## src/rpf_pkg.sv

```systemverilog
`default_nettype none
// ==========================================================
// register map and field layout
package rpf_pkg;
  // register indices; byte address is four times the index
  localparam logic [15:0] IDX_SYNC_HI   = 16'hdf00;
  localparam logic [15:0] IDX_SYNC_LO   = 16'hdf01;
  localparam logic [15:0] IDX_PKT_LEN   = 16'hdf02;
  localparam logic [15:0] IDX_FILT_CTRL = 16'hdf03;
  localparam logic [15:0] IDX_LEN_CTRL  = 16'hdf04;
  localparam logic [15:0] IDX_DEV_ADDR  = 16'hdf05;
  localparam logic [15:0] IDX_DBG_C     = 16'hdf2f;
  localparam logic [15:0] IDX_DBG_B     = 16'hdf30;
  localparam logic [15:0] IDX_DBG_A     = 16'hdf31;
  localparam logic [15:0] IDX_RX_STAT   = 16'hdf3b;
  // reset values
  localparam logic [7:0] RST_SYNC_HI   = 8'hd3;
  localparam logic [7:0] RST_SYNC_LO   = 8'h91;
  localparam logic [7:0] RST_PKT_LEN   = 8'hff;
  localparam logic [7:0] RST_FILT_CTRL = 8'h04;
  localparam logic [7:0] RST_LEN_CTRL  = 8'h01;
  localparam logic [7:0] RST_DEV_ADDR  = 8'h00;
  localparam logic [7:0] RST_DBG       = 8'h00;
  // writable bits
  localparam logic [7:0] MSK_FILT_CTRL = 8'he7;
  localparam logic [7:0] MSK_LEN_CTRL  = 8'h03;
  localparam logic [7:0] MSK_DBG_CA    = 8'h7f;
  localparam logic [7:0] MSK_DBG_B     = 8'hff;
  // field positions
  localparam int DBG_INV_BIT  = 6;
  localparam int DBG_SEL_MSB  = 5;
  localparam int DRIVE_BIT    = 7;
  localparam int THR_MSB      = 7;
  localparam int THR_LSB      = 5;
  localparam int APPEND_BIT   = 2;
  localparam int ADR_MSB      = 1;
  localparam int LEN_MODE_MSB = 1;
  // address filter modes and length modes
  localparam logic [1:0] ADR_NONE  = 2'h0;
  localparam logic [1:0] ADR_OWN   = 2'h1;
  localparam logic [1:0] ADR_BC0   = 2'h2;
  localparam logic [1:0] ADR_BC0FF = 2'h3;
  localparam logic [1:0] LEN_VAR   = 2'h1;
  localparam logic [7:0] BCAST_ZERO = 8'h00;
  localparam logic [7:0] BCAST_ONES = 8'hff;
  // preamble quality estimator
  localparam logic [7:0] PQ_UP      = 8'h01;
  localparam logic [7:0] PQ_DOWN    = 8'h08;
  localparam logic [7:0] PQ_MAX     = 8'hff;
  // debug signal selector codes
  localparam logic [5:0] DSEL_ACTIVE = 6'h00;
  localparam logic [5:0] DSEL_PQ     = 6'h01;
  localparam logic [5:0] DSEL_VALID  = 6'h02;
  localparam logic [5:0] DSEL_DROP   = 6'h03;
  localparam logic [5:0] DSEL_END    = 6'h04;
  typedef enum logic [2:0] {
    ST_HUNT, ST_LEN, ST_ADDR, ST_PAYLOAD, ST_TAIL, ST_STAT2
  } rpf_state_t;
endpackage
`default_nettype wire

```

## src/rpf_packet_filter.sv

```systemverilog
`timescale 1ns/100ps
`default_nettype none
// Overview of operation
// - bit 6 of each debug pin register inverts that pin's output
// - bits 5..0 pick the internal signal on each debug pin, reset zero
// - bit 7 of the middle debug register picks minimum or maximum drive
// - sync word is high byte d3 and low byte 91 after reset
// - fixed mode takes payload length from the length register
// - variable mode treats the length register as the maximum length
// - quality count rises one per toggling bit, falls eight per repeat
// - sync accepted only when quality count reaches four times threshold
// - a zero threshold accepts every sync word
// - append bit adds signal strength and link quality/crc status bytes
// - filter mode 00 accepts all, 01 only own address
// - filter mode 10 also accepts broadcast address 00
// - filter mode 11 also accepts broadcast addresses 00 and ff
// - own address comes from the device address register, reset 00
// - variable mode reads length from the first byte after sync
module rpf_packet_filter import rpf_pkg::*; (
  input  wire logic        ref_clk,
  input  wire logic        reset_n,
  input  wire logic        psel,
  input  wire logic        penable,
  input  wire logic        pwrite,
  input  wire logic [17:0] paddr,
  input  wire logic [31:0] pwdata,
  output var  logic [31:0] prdata,
  output var  logic        pready,
  output var  logic        pslverr,
  input  wire logic        rxStart,
  input  wire logic        rxBitValid,
  input  wire logic        rxBit,
  input  wire logic [7:0]  rssiValue,
  input  wire logic [6:0]  lqiValue,
  input  wire logic        crcOk,
  output var  logic [7:0]  rxData,
  output var  logic        rxDataValid,
  output var  logic        rxPacketEnd,
  output var  logic        rxDrop,
  output var  logic        debugPinC,
  output var  logic        debugPinB,
  output var  logic        debugPinA,
  output var  logic        debugDriveMax
);
  logic [7:0]  syncHi_q,   syncHi_d;
  logic [7:0]  syncLo_q,   syncLo_d;
  logic [7:0]  packet_length_limit_q,   packet_length_limit_d;
  logic [7:0]  filtCtrl_q, filtCtrl_d;
  logic [7:0]  lenCtrl_q,  lenCtrl_d;
  logic [7:0]  devAddr_q,  devAddr_d;
  logic [7:0]  dbgCfg_q [3], dbgCfg_d [3];
  logic        dropSeen_q, dropSeen_d;
  logic [31:0] prdata_q,   prdata_d;
  logic        pready_q,   pready_d;
  logic        pslverr_q,  pslverr_d;
  logic [15:0] regIdx;
  logic        mapped;
  logic        wrEn;
  logic [7:0]  rdByte;

  rpf_state_t  state_q,    state_d;
  logic [15:0] shift_q,    shift_d;
  logic [2:0]  bitCnt_q,   bitCnt_d;
  logic [7:0]  remain_q,   remain_d;
  logic [7:0]  lenByte_q,  lenByte_d;
  logic [7:0]  addrHold_q, addrHold_d;
  logic        addrPend_q, addrPend_d;
  logic [7:0]  rxData_q,   rxData_d;
  logic        rxValid_q,  rxValid_d;
  logic        rxEnd_q,    rxEnd_d;
  logic        rxDrop_q,   rxDrop_d;
  logic [2:0]  dbgPin_q,   dbgPin_d;

  logic [15:0] shiftNext;
  logic [7:0]  newByte;
  logic        byteDone;
  logic        pqReached;
  logic        syncMatch;
  logic        syncHit;
  logic        addrOk;
  logic [2:0]  qualThresh;
  logic [1:0]  adrMode;
  logic        appendOn;
  logic        varMode;
  logic        filterOn;

  assign qualThresh = filtCtrl_q[THR_MSB:THR_LSB];
  assign adrMode  = filtCtrl_q[ADR_MSB:0];
  assign appendOn = filtCtrl_q[APPEND_BIT];
  // reserved length codes behave as fixed length
  assign varMode  = lenCtrl_q[LEN_MODE_MSB:0] == LEN_VAR;
  assign filterOn = adrMode != ADR_NONE;

  // ==========================================================
  // apb slave: one wait state, registered answer
  assign regIdx = paddr[17:2];
  assign wrEn   = psel && penable && pready_q && pwrite && !pslverr_q;

  always_comb begin
    mapped = paddr[1:0] == 2'h0;
    rdByte = 8'h00;
    unique case (regIdx)
      IDX_SYNC_HI:   rdByte = syncHi_q;
      IDX_SYNC_LO:   rdByte = syncLo_q;
      IDX_PKT_LEN:   rdByte = packet_length_limit_q;
      IDX_FILT_CTRL: rdByte = filtCtrl_q;
      IDX_LEN_CTRL:  rdByte = lenCtrl_q;
      IDX_DEV_ADDR:  rdByte = devAddr_q;
      IDX_DBG_C:     rdByte = dbgCfg_q[2];
      IDX_DBG_B:     rdByte = dbgCfg_q[1];
      IDX_DBG_A:     rdByte = dbgCfg_q[0];
      IDX_RX_STAT:   rdByte = {5'h00, dropSeen_q, pqReached,
                               state_q != ST_HUNT};
      default:       mapped = 1'b0;
    endcase
  end

  always_comb begin
    pready_d   = psel && penable && !pready_q;
    pslverr_d  = pready_d && !mapped;
    prdata_d   = pready_d ? {24'h0, mapped ? rdByte : 8'h00} : 32'h0;
    syncHi_d   = syncHi_q;
    syncLo_d   = syncLo_q;
    packet_length_limit_d   = packet_length_limit_q;
    filtCtrl_d = filtCtrl_q;
    lenCtrl_d  = lenCtrl_q;
    devAddr_d  = devAddr_q;
    dbgCfg_d   = dbgCfg_q;
    // hardware set wins over a clearing write in the same cycle
    dropSeen_d = (dropSeen_q && !(wrEn && regIdx == IDX_RX_STAT))
                 || rxDrop_q;
    if (wrEn) begin
      unique case (regIdx)
        IDX_SYNC_HI:   syncHi_d   = pwdata[7:0];
        IDX_SYNC_LO:   syncLo_d   = pwdata[7:0];
        IDX_PKT_LEN:   packet_length_limit_d   = pwdata[7:0];
        IDX_FILT_CTRL: filtCtrl_d = pwdata[7:0] & MSK_FILT_CTRL;
        IDX_LEN_CTRL:  lenCtrl_d  = pwdata[7:0] & MSK_LEN_CTRL;
        IDX_DEV_ADDR:  devAddr_d  = pwdata[7:0];
        IDX_DBG_C:     dbgCfg_d[2] = pwdata[7:0] & MSK_DBG_CA;
        IDX_DBG_B:     dbgCfg_d[1] = pwdata[7:0] & MSK_DBG_B;
        IDX_DBG_A:     dbgCfg_d[0] = pwdata[7:0] & MSK_DBG_CA;
        default: ;
      endcase
    end
  end

  always_ff @(posedge ref_clk or negedge reset_n) begin
    if (!reset_n) begin
      pready_q   <= 1'b0;
      pslverr_q  <= 1'b0;
      prdata_q   <= 32'h0;
      syncHi_q   <= RST_SYNC_HI;
      syncLo_q   <= RST_SYNC_LO;
      packet_length_limit_q   <= RST_PKT_LEN;
      filtCtrl_q <= RST_FILT_CTRL;
      lenCtrl_q  <= RST_LEN_CTRL;
      devAddr_q  <= RST_DEV_ADDR;
      dbgCfg_q   <= '{RST_DBG, RST_DBG, RST_DBG};
      dropSeen_q <= 1'b0;
    end else begin
      pready_q   <= pready_d;
      pslverr_q  <= pslverr_d;
      prdata_q   <= prdata_d;
      syncHi_q   <= syncHi_d;
      syncLo_q   <= syncLo_d;
      packet_length_limit_q   <= packet_length_limit_d;
      filtCtrl_q <= filtCtrl_d;
      lenCtrl_q  <= lenCtrl_d;
      devAddr_q  <= devAddr_d;
      dbgCfg_q   <= dbgCfg_d;
      dropSeen_q <= dropSeen_d;
    end
  end

  // ==========================================================
  // preamble quality and sync search
  rpf_preamble_qual u_pq (
    .ref_clk    (ref_clk),
    .reset_n    (reset_n),
    .restart    (rxStart),
    .bitValid   (rxBitValid),
    .bitIn      (rxBit),
    .threshold  (qualThresh),
    .qualityMet (pqReached)
  );

  assign shiftNext = {shift_q[14:0], rxBit};
  assign newByte   = shiftNext[7:0];
  assign byteDone  = rxBitValid && bitCnt_q == 3'h7;
  assign syncMatch = rxBitValid && shiftNext == {syncHi_q, syncLo_q};
  assign syncHit   = state_q == ST_HUNT && syncMatch && !rxStart
                     && (qualThresh == 3'h0 || pqReached);
  assign addrOk    = newByte == devAddr_q
                     || (adrMode[1] && newByte == BCAST_ZERO)
                     || (adrMode == ADR_BC0FF
                         && newByte == BCAST_ONES);

  // ==========================================================
  // packet sequencer; bytes arrive msb first
  always_comb begin
    state_d    = state_q;
    shift_d    = rxBitValid ? shiftNext : shift_q;
    bitCnt_d   = rxBitValid ? bitCnt_q + 3'h1 : bitCnt_q;
    remain_d   = remain_q;
    lenByte_d  = lenByte_q;
    addrHold_d = addrHold_q;
    addrPend_d = 1'b0;
    rxData_d   = rxData_q;
    rxValid_d  = 1'b0;
    rxEnd_d    = 1'b0;
    rxDrop_d   = 1'b0;
    if (addrPend_q) begin
      // held address goes out the cycle after the length byte
      rxData_d  = addrHold_q;
      rxValid_d = 1'b1;
    end
    unique case (state_q)
      ST_HUNT: begin
        bitCnt_d = 3'h0;
        if (syncHit) begin
          remain_d = packet_length_limit_q;
          if (varMode) state_d = ST_LEN;
          else if (packet_length_limit_q == 8'h00) state_d = ST_TAIL;
          else if (filterOn) state_d = ST_ADDR;
          else state_d = ST_PAYLOAD;
        end
      end
      ST_LEN: if (byteDone) begin
        lenByte_d = newByte;
        remain_d  = newByte;
        if (newByte > packet_length_limit_q) begin
          rxDrop_d = 1'b1;
          state_d  = ST_HUNT;
        end else if (newByte == 8'h00 || !filterOn) begin
          rxData_d  = newByte;
          rxValid_d = 1'b1;
          state_d   = newByte == 8'h00 ? ST_TAIL : ST_PAYLOAD;
        end else begin
          state_d = ST_ADDR;
        end
      end
      ST_ADDR: if (byteDone) begin
        remain_d = remain_q - 8'h01;
        state_d  = remain_q == 8'h01 ? ST_TAIL : ST_PAYLOAD;
        if (!addrOk) begin
          rxDrop_d = 1'b1;
          state_d  = ST_HUNT;
        end else if (varMode) begin
          rxData_d   = lenByte_q;
          rxValid_d  = 1'b1;
          addrHold_d = newByte;
          addrPend_d = 1'b1;
        end else begin
          rxData_d  = newByte;
          rxValid_d = 1'b1;
        end
      end
      ST_PAYLOAD: if (byteDone) begin
        rxData_d  = newByte;
        rxValid_d = 1'b1;
        remain_d  = remain_q - 8'h01;
        if (remain_q == 8'h01) state_d = ST_TAIL;
      end
      ST_TAIL: if (!addrPend_q) begin
        if (appendOn) begin
          rxData_d  = rssiValue;
          rxValid_d = 1'b1;
          state_d   = ST_STAT2;
        end else begin
          rxEnd_d = 1'b1;
          state_d = ST_HUNT;
        end
      end
      ST_STAT2: begin
        rxData_d  = {crcOk, lqiValue};
        rxValid_d = 1'b1;
        rxEnd_d   = 1'b1;
        state_d   = ST_HUNT;
      end
    endcase
    if (rxStart) begin
      state_d    = ST_HUNT;
      addrPend_d = 1'b0;
    end
  end

  always_ff @(posedge ref_clk or negedge reset_n) begin
    if (!reset_n) begin
      state_q    <= ST_HUNT;
      shift_q    <= 16'h0;
      bitCnt_q   <= 3'h0;
      remain_q   <= 8'h00;
      lenByte_q  <= 8'h00;
      addrHold_q <= 8'h00;
      addrPend_q <= 1'b0;
      rxData_q   <= 8'h00;
      rxValid_q  <= 1'b0;
      rxEnd_q    <= 1'b0;
      rxDrop_q   <= 1'b0;
    end else begin
      state_q    <= state_d;
      shift_q    <= shift_d;
      bitCnt_q   <= bitCnt_d;
      remain_q   <= remain_d;
      lenByte_q  <= lenByte_d;
      addrHold_q <= addrHold_d;
      addrPend_q <= addrPend_d;
      rxData_q   <= rxData_d;
      rxValid_q  <= rxValid_d;
      rxEnd_q    <= rxEnd_d;
      rxDrop_q   <= rxDrop_d;
    end
  end

  // ==========================================================
  // debug pins: index 0 is pin a, 2 is pin c
  for (genvar i = 0; i < 3; i++) begin : g_dbg
    logic sig;
    always_comb begin
      unique case (dbgCfg_q[i][DBG_SEL_MSB:0])
        DSEL_ACTIVE: sig = state_q != ST_HUNT;
        DSEL_PQ:     sig = pqReached;
        DSEL_VALID:  sig = rxValid_q;
        DSEL_DROP:   sig = rxDrop_q;
        DSEL_END:    sig = rxEnd_q;
        default:     sig = 1'b0;
      endcase
      dbgPin_d[i] = sig ^ dbgCfg_q[i][DBG_INV_BIT];
    end
  end

  always_ff @(posedge ref_clk or negedge reset_n) begin
    if (!reset_n) begin
      dbgPin_q      <= 3'h0;
      debugDriveMax <= 1'b0;
    end else begin
      dbgPin_q      <= dbgPin_d;
      debugDriveMax <= dbgCfg_q[1][DRIVE_BIT];
    end
  end

  assign debugPinA   = dbgPin_q[0];
  assign debugPinB   = dbgPin_q[1];
  assign debugPinC   = dbgPin_q[2];
  assign prdata      = prdata_q;
  assign pready      = pready_q;
  assign pslverr     = pslverr_q;
  assign rxData      = rxData_q;
  assign rxDataValid = rxValid_q;
  assign rxPacketEnd = rxEnd_q;
  assign rxDrop      = rxDrop_q;
endmodule
`default_nettype wire

```

## src/rpf_preamble_qual.sv

```systemverilog
`timescale 1ns/100ps
`default_nettype none
module rpf_preamble_qual import rpf_pkg::*; (
  input  wire logic       ref_clk,
  input  wire logic       reset_n,
  input  wire logic       restart,
  input  wire logic       bitValid,
  input  wire logic       bitIn,
  input  wire logic [2:0] threshold,
  output var  logic       qualityMet
);
  logic [7:0] cnt_q;
  logic [7:0] cnt_d;
  logic       prev_q;
  logic       prev_d;

  // ==========================================================
  // counter
  always_comb begin
    cnt_d  = cnt_q;
    prev_d = prev_q;
    if (restart) begin
      cnt_d  = 8'h00;
      prev_d = 1'b0;
    end else if (bitValid) begin
      prev_d = bitIn;
      if (bitIn != prev_q) begin
        // held at the top so a long preamble cannot wrap to zero
        if (cnt_q != PQ_MAX) cnt_d = cnt_q + PQ_UP;
      end else if (cnt_q < PQ_DOWN) begin
        cnt_d = 8'h00;
      end else begin
        cnt_d = cnt_q - PQ_DOWN;
      end
    end
  end

  always_ff @(posedge ref_clk or negedge reset_n) begin
    if (!reset_n) begin
      cnt_q  <= 8'h00;
      prev_q <= 1'b0;
    end else begin
      cnt_q  <= cnt_d;
      prev_q <= prev_d;
    end
  end

  assign qualityMet = cnt_q >= {3'h0, threshold, 2'h0};
endmodule
`default_nettype wire

```

## config.mk

```make
export PLATFORM = sky130hd
export DESIGN_NAME = rpf_packet_filter
export DESIGN_NICKNAME = d
export VERILOG_FILES = /design/src/rpf_pkg.sv /design/src/rpf_packet_filter.sv /design/src/rpf_preamble_qual.sv
export SDC_FILE = /design/constraint.sdc
export NUM_CORES = 1
export LEC_CHECK = 0
export BUFFER_PORTS_ARGS = -buffer_cell sky130_fd_sc_hd__buf_2
export CAP_MARGIN = 20
export CORE_MARGIN = 8
export CORE_UTILIZATION = 43
export CTS_CLUSTER_DIAMETER = 200
export CTS_CLUSTER_SIZE = 8
export DETAILED_ROUTE_END_ITERATION = 7
export HOLD_SLACK_MARGIN = 0.05
export PLACE_DENSITY = 0.71
export RECOVER_POWER = 50
export SKIP_CTS_REPAIR_TIMING = 1
export SLEW_MARGIN = 20
export SYNTH_ARGS = -nofsm -noshare
export SYNTH_HDL_FRONTEND = slang
export SYNTH_SLANG_ARGS = --single-unit
```

## constraint.sdc

```tcl
create_clock -name ref_clk -period 5.3 [get_ports ref_clk]
set_input_delay 0.53 -clock ref_clk [delete_from_list [all_inputs] [get_ports ref_clk]]
set_output_delay 0.53 -clock ref_clk [all_outputs]
set_load 0.05 [all_outputs]
```

==> flow_summary.json <==
{
  "status": "finished, violations left",
  "violations": "max-capacitance violations, max-slew violations",
  "dr.pass1.iters": 5,
  "worstPathCellList": "clkbuf_1 > nand2_1 > nor2_1 > mux2_2",
  "ir_worst_vdd_mv": 0.245,
  "critPathMaxFanout": 28,
  "critPathMaxStageDelay_ps": 1090,
  "synth_xor_area_frac": 0.0318,
  "worstMarginPinSlew_ps": 2620,
  "io_pins": 123,
  "grt_max_degree": 95,
  "grt_pass1_wl_mm": 37.7,
  "fin_ws_ps": 1910,
  "antenna_found_initial": 0,
  "cts_buffers": 17,
  "clkTransAtPathRegs_ps": 60,
  "worst_ep_arrival_time_ps": 3700,
  "yosys_warnings": 0,
  "cts_tree": "done",
  "die_area_sq_mm": 0.0246,
  "final-setup-viol-count": 0,
  "routed_wl_mm": 23.6,
  "grt_overflow_total": 0,
  "cp_slowest_cell": "clkbuf_1",
  "synth_top_family_by_area": "multiplexers",
  "avgSynthCellArea_sq_um": 10.0,
  "max_freq_mhz": 295,
  "grt_pass1_vias": 6886,
  "synth_cell_types": 65,
  "rsz0062_at_grt": "false",
  "relSlewSlack": -0.745,
  "detail_route.wl_per_cell_microns": 20.0,
  "drtIter0Drc": 674,
  "port_buffers": 74,
  "synth-edff-count": 0,
  "area_delta_synth_final_pct": 12.3,
  "fin_worst_skew_ps": 8.11,
  "die_y_microns": 157,
  "leakage_nw": 4.23,
  "dp_worst_setup_slack_ps": 2060,
  "synth_simple_gate_area_share": 0.156,
  "netlist_area_sq_mm": 0.00853,
  "cts_sinks": 143,
  "rows": 51,
  "hold_class": "in -> async",
  "end_kind": "register",
  "yosysSeqAreaShare": 0.422,
  "final-hold-violation-count": 0,
  "setup_tns_ps": 0,
  "slew_viol_final": 80,
  "drc_errors": 0,
  "cp_num_buf_inv": 1,
  "drive_above_1_share": 0.242,
  "cts.path.max_buffers": 2,
  "synth-compound-area-share": 0.136,
  "synth_mux_area_frac": 0.173,
  "start_util": 0.438,
  "postRouteAntennaNets": 0,
  "maxCapViolations": 2,
  "routabilityCongestion": 0.910,
  "num_vias": 7123,
  "syn_inst": 849,
  "hold_slack_ps": 193,
  "worstPathRequired_ps": 5620,
  "power_density_mw_per_mm2": 327,
  "clk_latency_ps": 430,
  "grt.total_usage": 0.196,
  "dpl_cell_area_sq_mm": 0.00903,
  "htreeDepth": 4,
  "min_period_ps": 3390,
  "min_period_over_period": 0.639,
  "clockRootBuffer": "clkbuf_16",
  "criticalPathCategory": "in -> reg",
  "dieWidth_microns": 157,
  "r2r_setup_slack_ps": 1970,
  "vias_per_cell": 6.03,
  "async_flop_share": 1.00,
  "synthAdderAreaFrac": 0.0279,
  "finalNetCount": 997,
  "synth_seq_cells": 143,
  "start_kind": "input port",
  "finalInstanceArea_sq_mm": 0.00958,
  "core_sq_mm": 0.0195,
  "crit_family": "simple AND/OR/NAND/NOR gates",
  "ys.flop_type": "dfrtp_1",
  "post-route-util": 0.492,
  "n_antenna_cell": 0,
  "hpwl_mm": 16.5
}
[worst register-to-register path, delay by kind of cell (launching register included)]
family,cells,cell delay (ps)
flip-flops,1,730
buffers and inverters,1,230
AND/OR/NAND/NOR,3,1470
multiplexers,1,400
XOR/XNOR,1,170
AO/OA/AOI/OAI,1,210
[synthesized netlist by cell type, types with 7 or more instances]
master | instances | area, sq um
dfrtp_1 | 125 | 3130
mux2_2 | 99 | 1110
nor2_1 | 64 | 240
a21oi_1 | 46 | 230
nand2_1 | 44 | 165
clkbuf_1 | 40 | 150
mux2i_1 | 33 | 330
nor3_1 | 33 | 165
o21ai_0 | 28 | 140
buf_4 | 24 | 180
inv_1 | 24 | 90.1
xor2_1 | 24 | 210
nand3_1 | 20 | 100
ha_1 | 19 | 238
dfstp_2 | 18 | 473
nand2b_1 | 15 | 93.8
a222oi_1 | 14 | 140
o211ai_1 | 14 | 105
nand4_1 | 13 | 81.3
nor4_1 | 11 | 68.8
and3_1 | 9 | 56.3
nor2b_1 | 9 | 56.3
or3_1 | 9 | 56.3
a22oi_1 | 8 | 60.1
a31oi_1 | 8 | 50.1
o2bb2ai_1 | 8 | 70.1
xnor2_1 | 7 | 61.3
[state kept, by name, summed over array words and instances (netlist names), 6 cells and up]
signal                 flops
packet_length_limit_q      8
remain_q                   8
filtCtrl_q                 6
rxData                     8
lenByte_q                  8
u_pq.cnt_q                 8
devAddr_q                  8
shift_q                   15
addrHold_q                 8
dbgCfg_q                  22
prdata                     8
syncLo_q                   8
syncHi_q                   8
[cells in the final DEF, fill, tap and decap left out, types with 7 or more instances in the layout]
master     netlist  layout
xor2_1          24      24
dfrtp_1        125     125
clkbuf_1        40      20
clkbuf_16        0      17
conb_1           1      24
dfstp_2         18      18
xnor2_1          7       7
a31oi_1          8       8
a22oi_1          8       8
buf_4           24       7
o21ai_0         28      28
ha_1            19      19
and3_1           9       9
nand2_1         44      44
nand3_1         20      20
nor4_1          11      11
o211ai_1        14      14
buf_2            0      57
nor2b_1          9       9
inv_1           24      24
nor3_1          33      33
mux2i_1         33      33
a222oi_1        14      14
a21oi_1         46      46
mux2_2          99      99
or3_1            9       9
nor2_1          64      64
nand2b_1        15      15
nand4_1         13      13
o2bb2ai_1        8       8
[final timing paths]
path                                           from                   endpoint  depth (start not counted)
min reg2reg                dbgCfg_q[15]$_DFFE_PN0P_    debugDriveMax$_DFF_PN0_                          0
max reg2reg                  shift_q[6]$_DFFE_PN0P_  addrHold_q[7]$_DFFE_PN0P_                          7
min in group ref_clk                        penable           pready$_DFF_PN0_                          3
max                                      rxBitValid   lenByte_q[2]$_DFFE_PN0P_                          4
min                                         reset_n  u_pq.cnt_q[1]$_DFFE_PN0P_                          1
max in group asynchronous                   reset_n       dropSeen_q$_DFF_PN0_                          2
[cells by family after synthesis]
kind of cell / count (synthesis)
xor+xnor: 31
mux: 134
other cells: 1
compound gates: 170
flops: 143
buf+inv: 95
simple gates: 256
fa+ha+maj: 19
[routing by layer]
metal / GRT usage / share of wire / wire length [microns]
met1: 0.258 / 0.43 / 10100
met2: 0.313 / 0.48 / 11400
met3: 0.0347 / 0.068 / 1600
met4: 0.0810 / 0.025 / 589
met5: 0 / 0 / 0
[stage by stage]
stage / power (W) / std cells
finish: 0.00313 / 1182
global route: 0.00326 / 1182
CTS: 0.00313 / 1181
detailed placement: 0.00198 / 1149
global placement: 0.00197 / 1149
floorplan: 0.00179 / 872
[power by group]
group          switching (W)  total, W  internal [W]
Sequential          0.000137   0.00131       0.00118
Clock               0.000473   0.00116      0.000683
Combinational       0.000425  0.000659      0.000233
Total                0.00104   0.00313       0.00209
[final cells by class]
class                      instances  area (sq um)
clock inverter                     9          87.6
timing repair buffer              83           418
clock buffer                      23           478
multi-input combinational        634          4570
tap                              265           332
sequential                       143          3600
inverter                          25          93.8
fill                            1795          9880
Note: power is estimated with default switching activity, not from simulation.
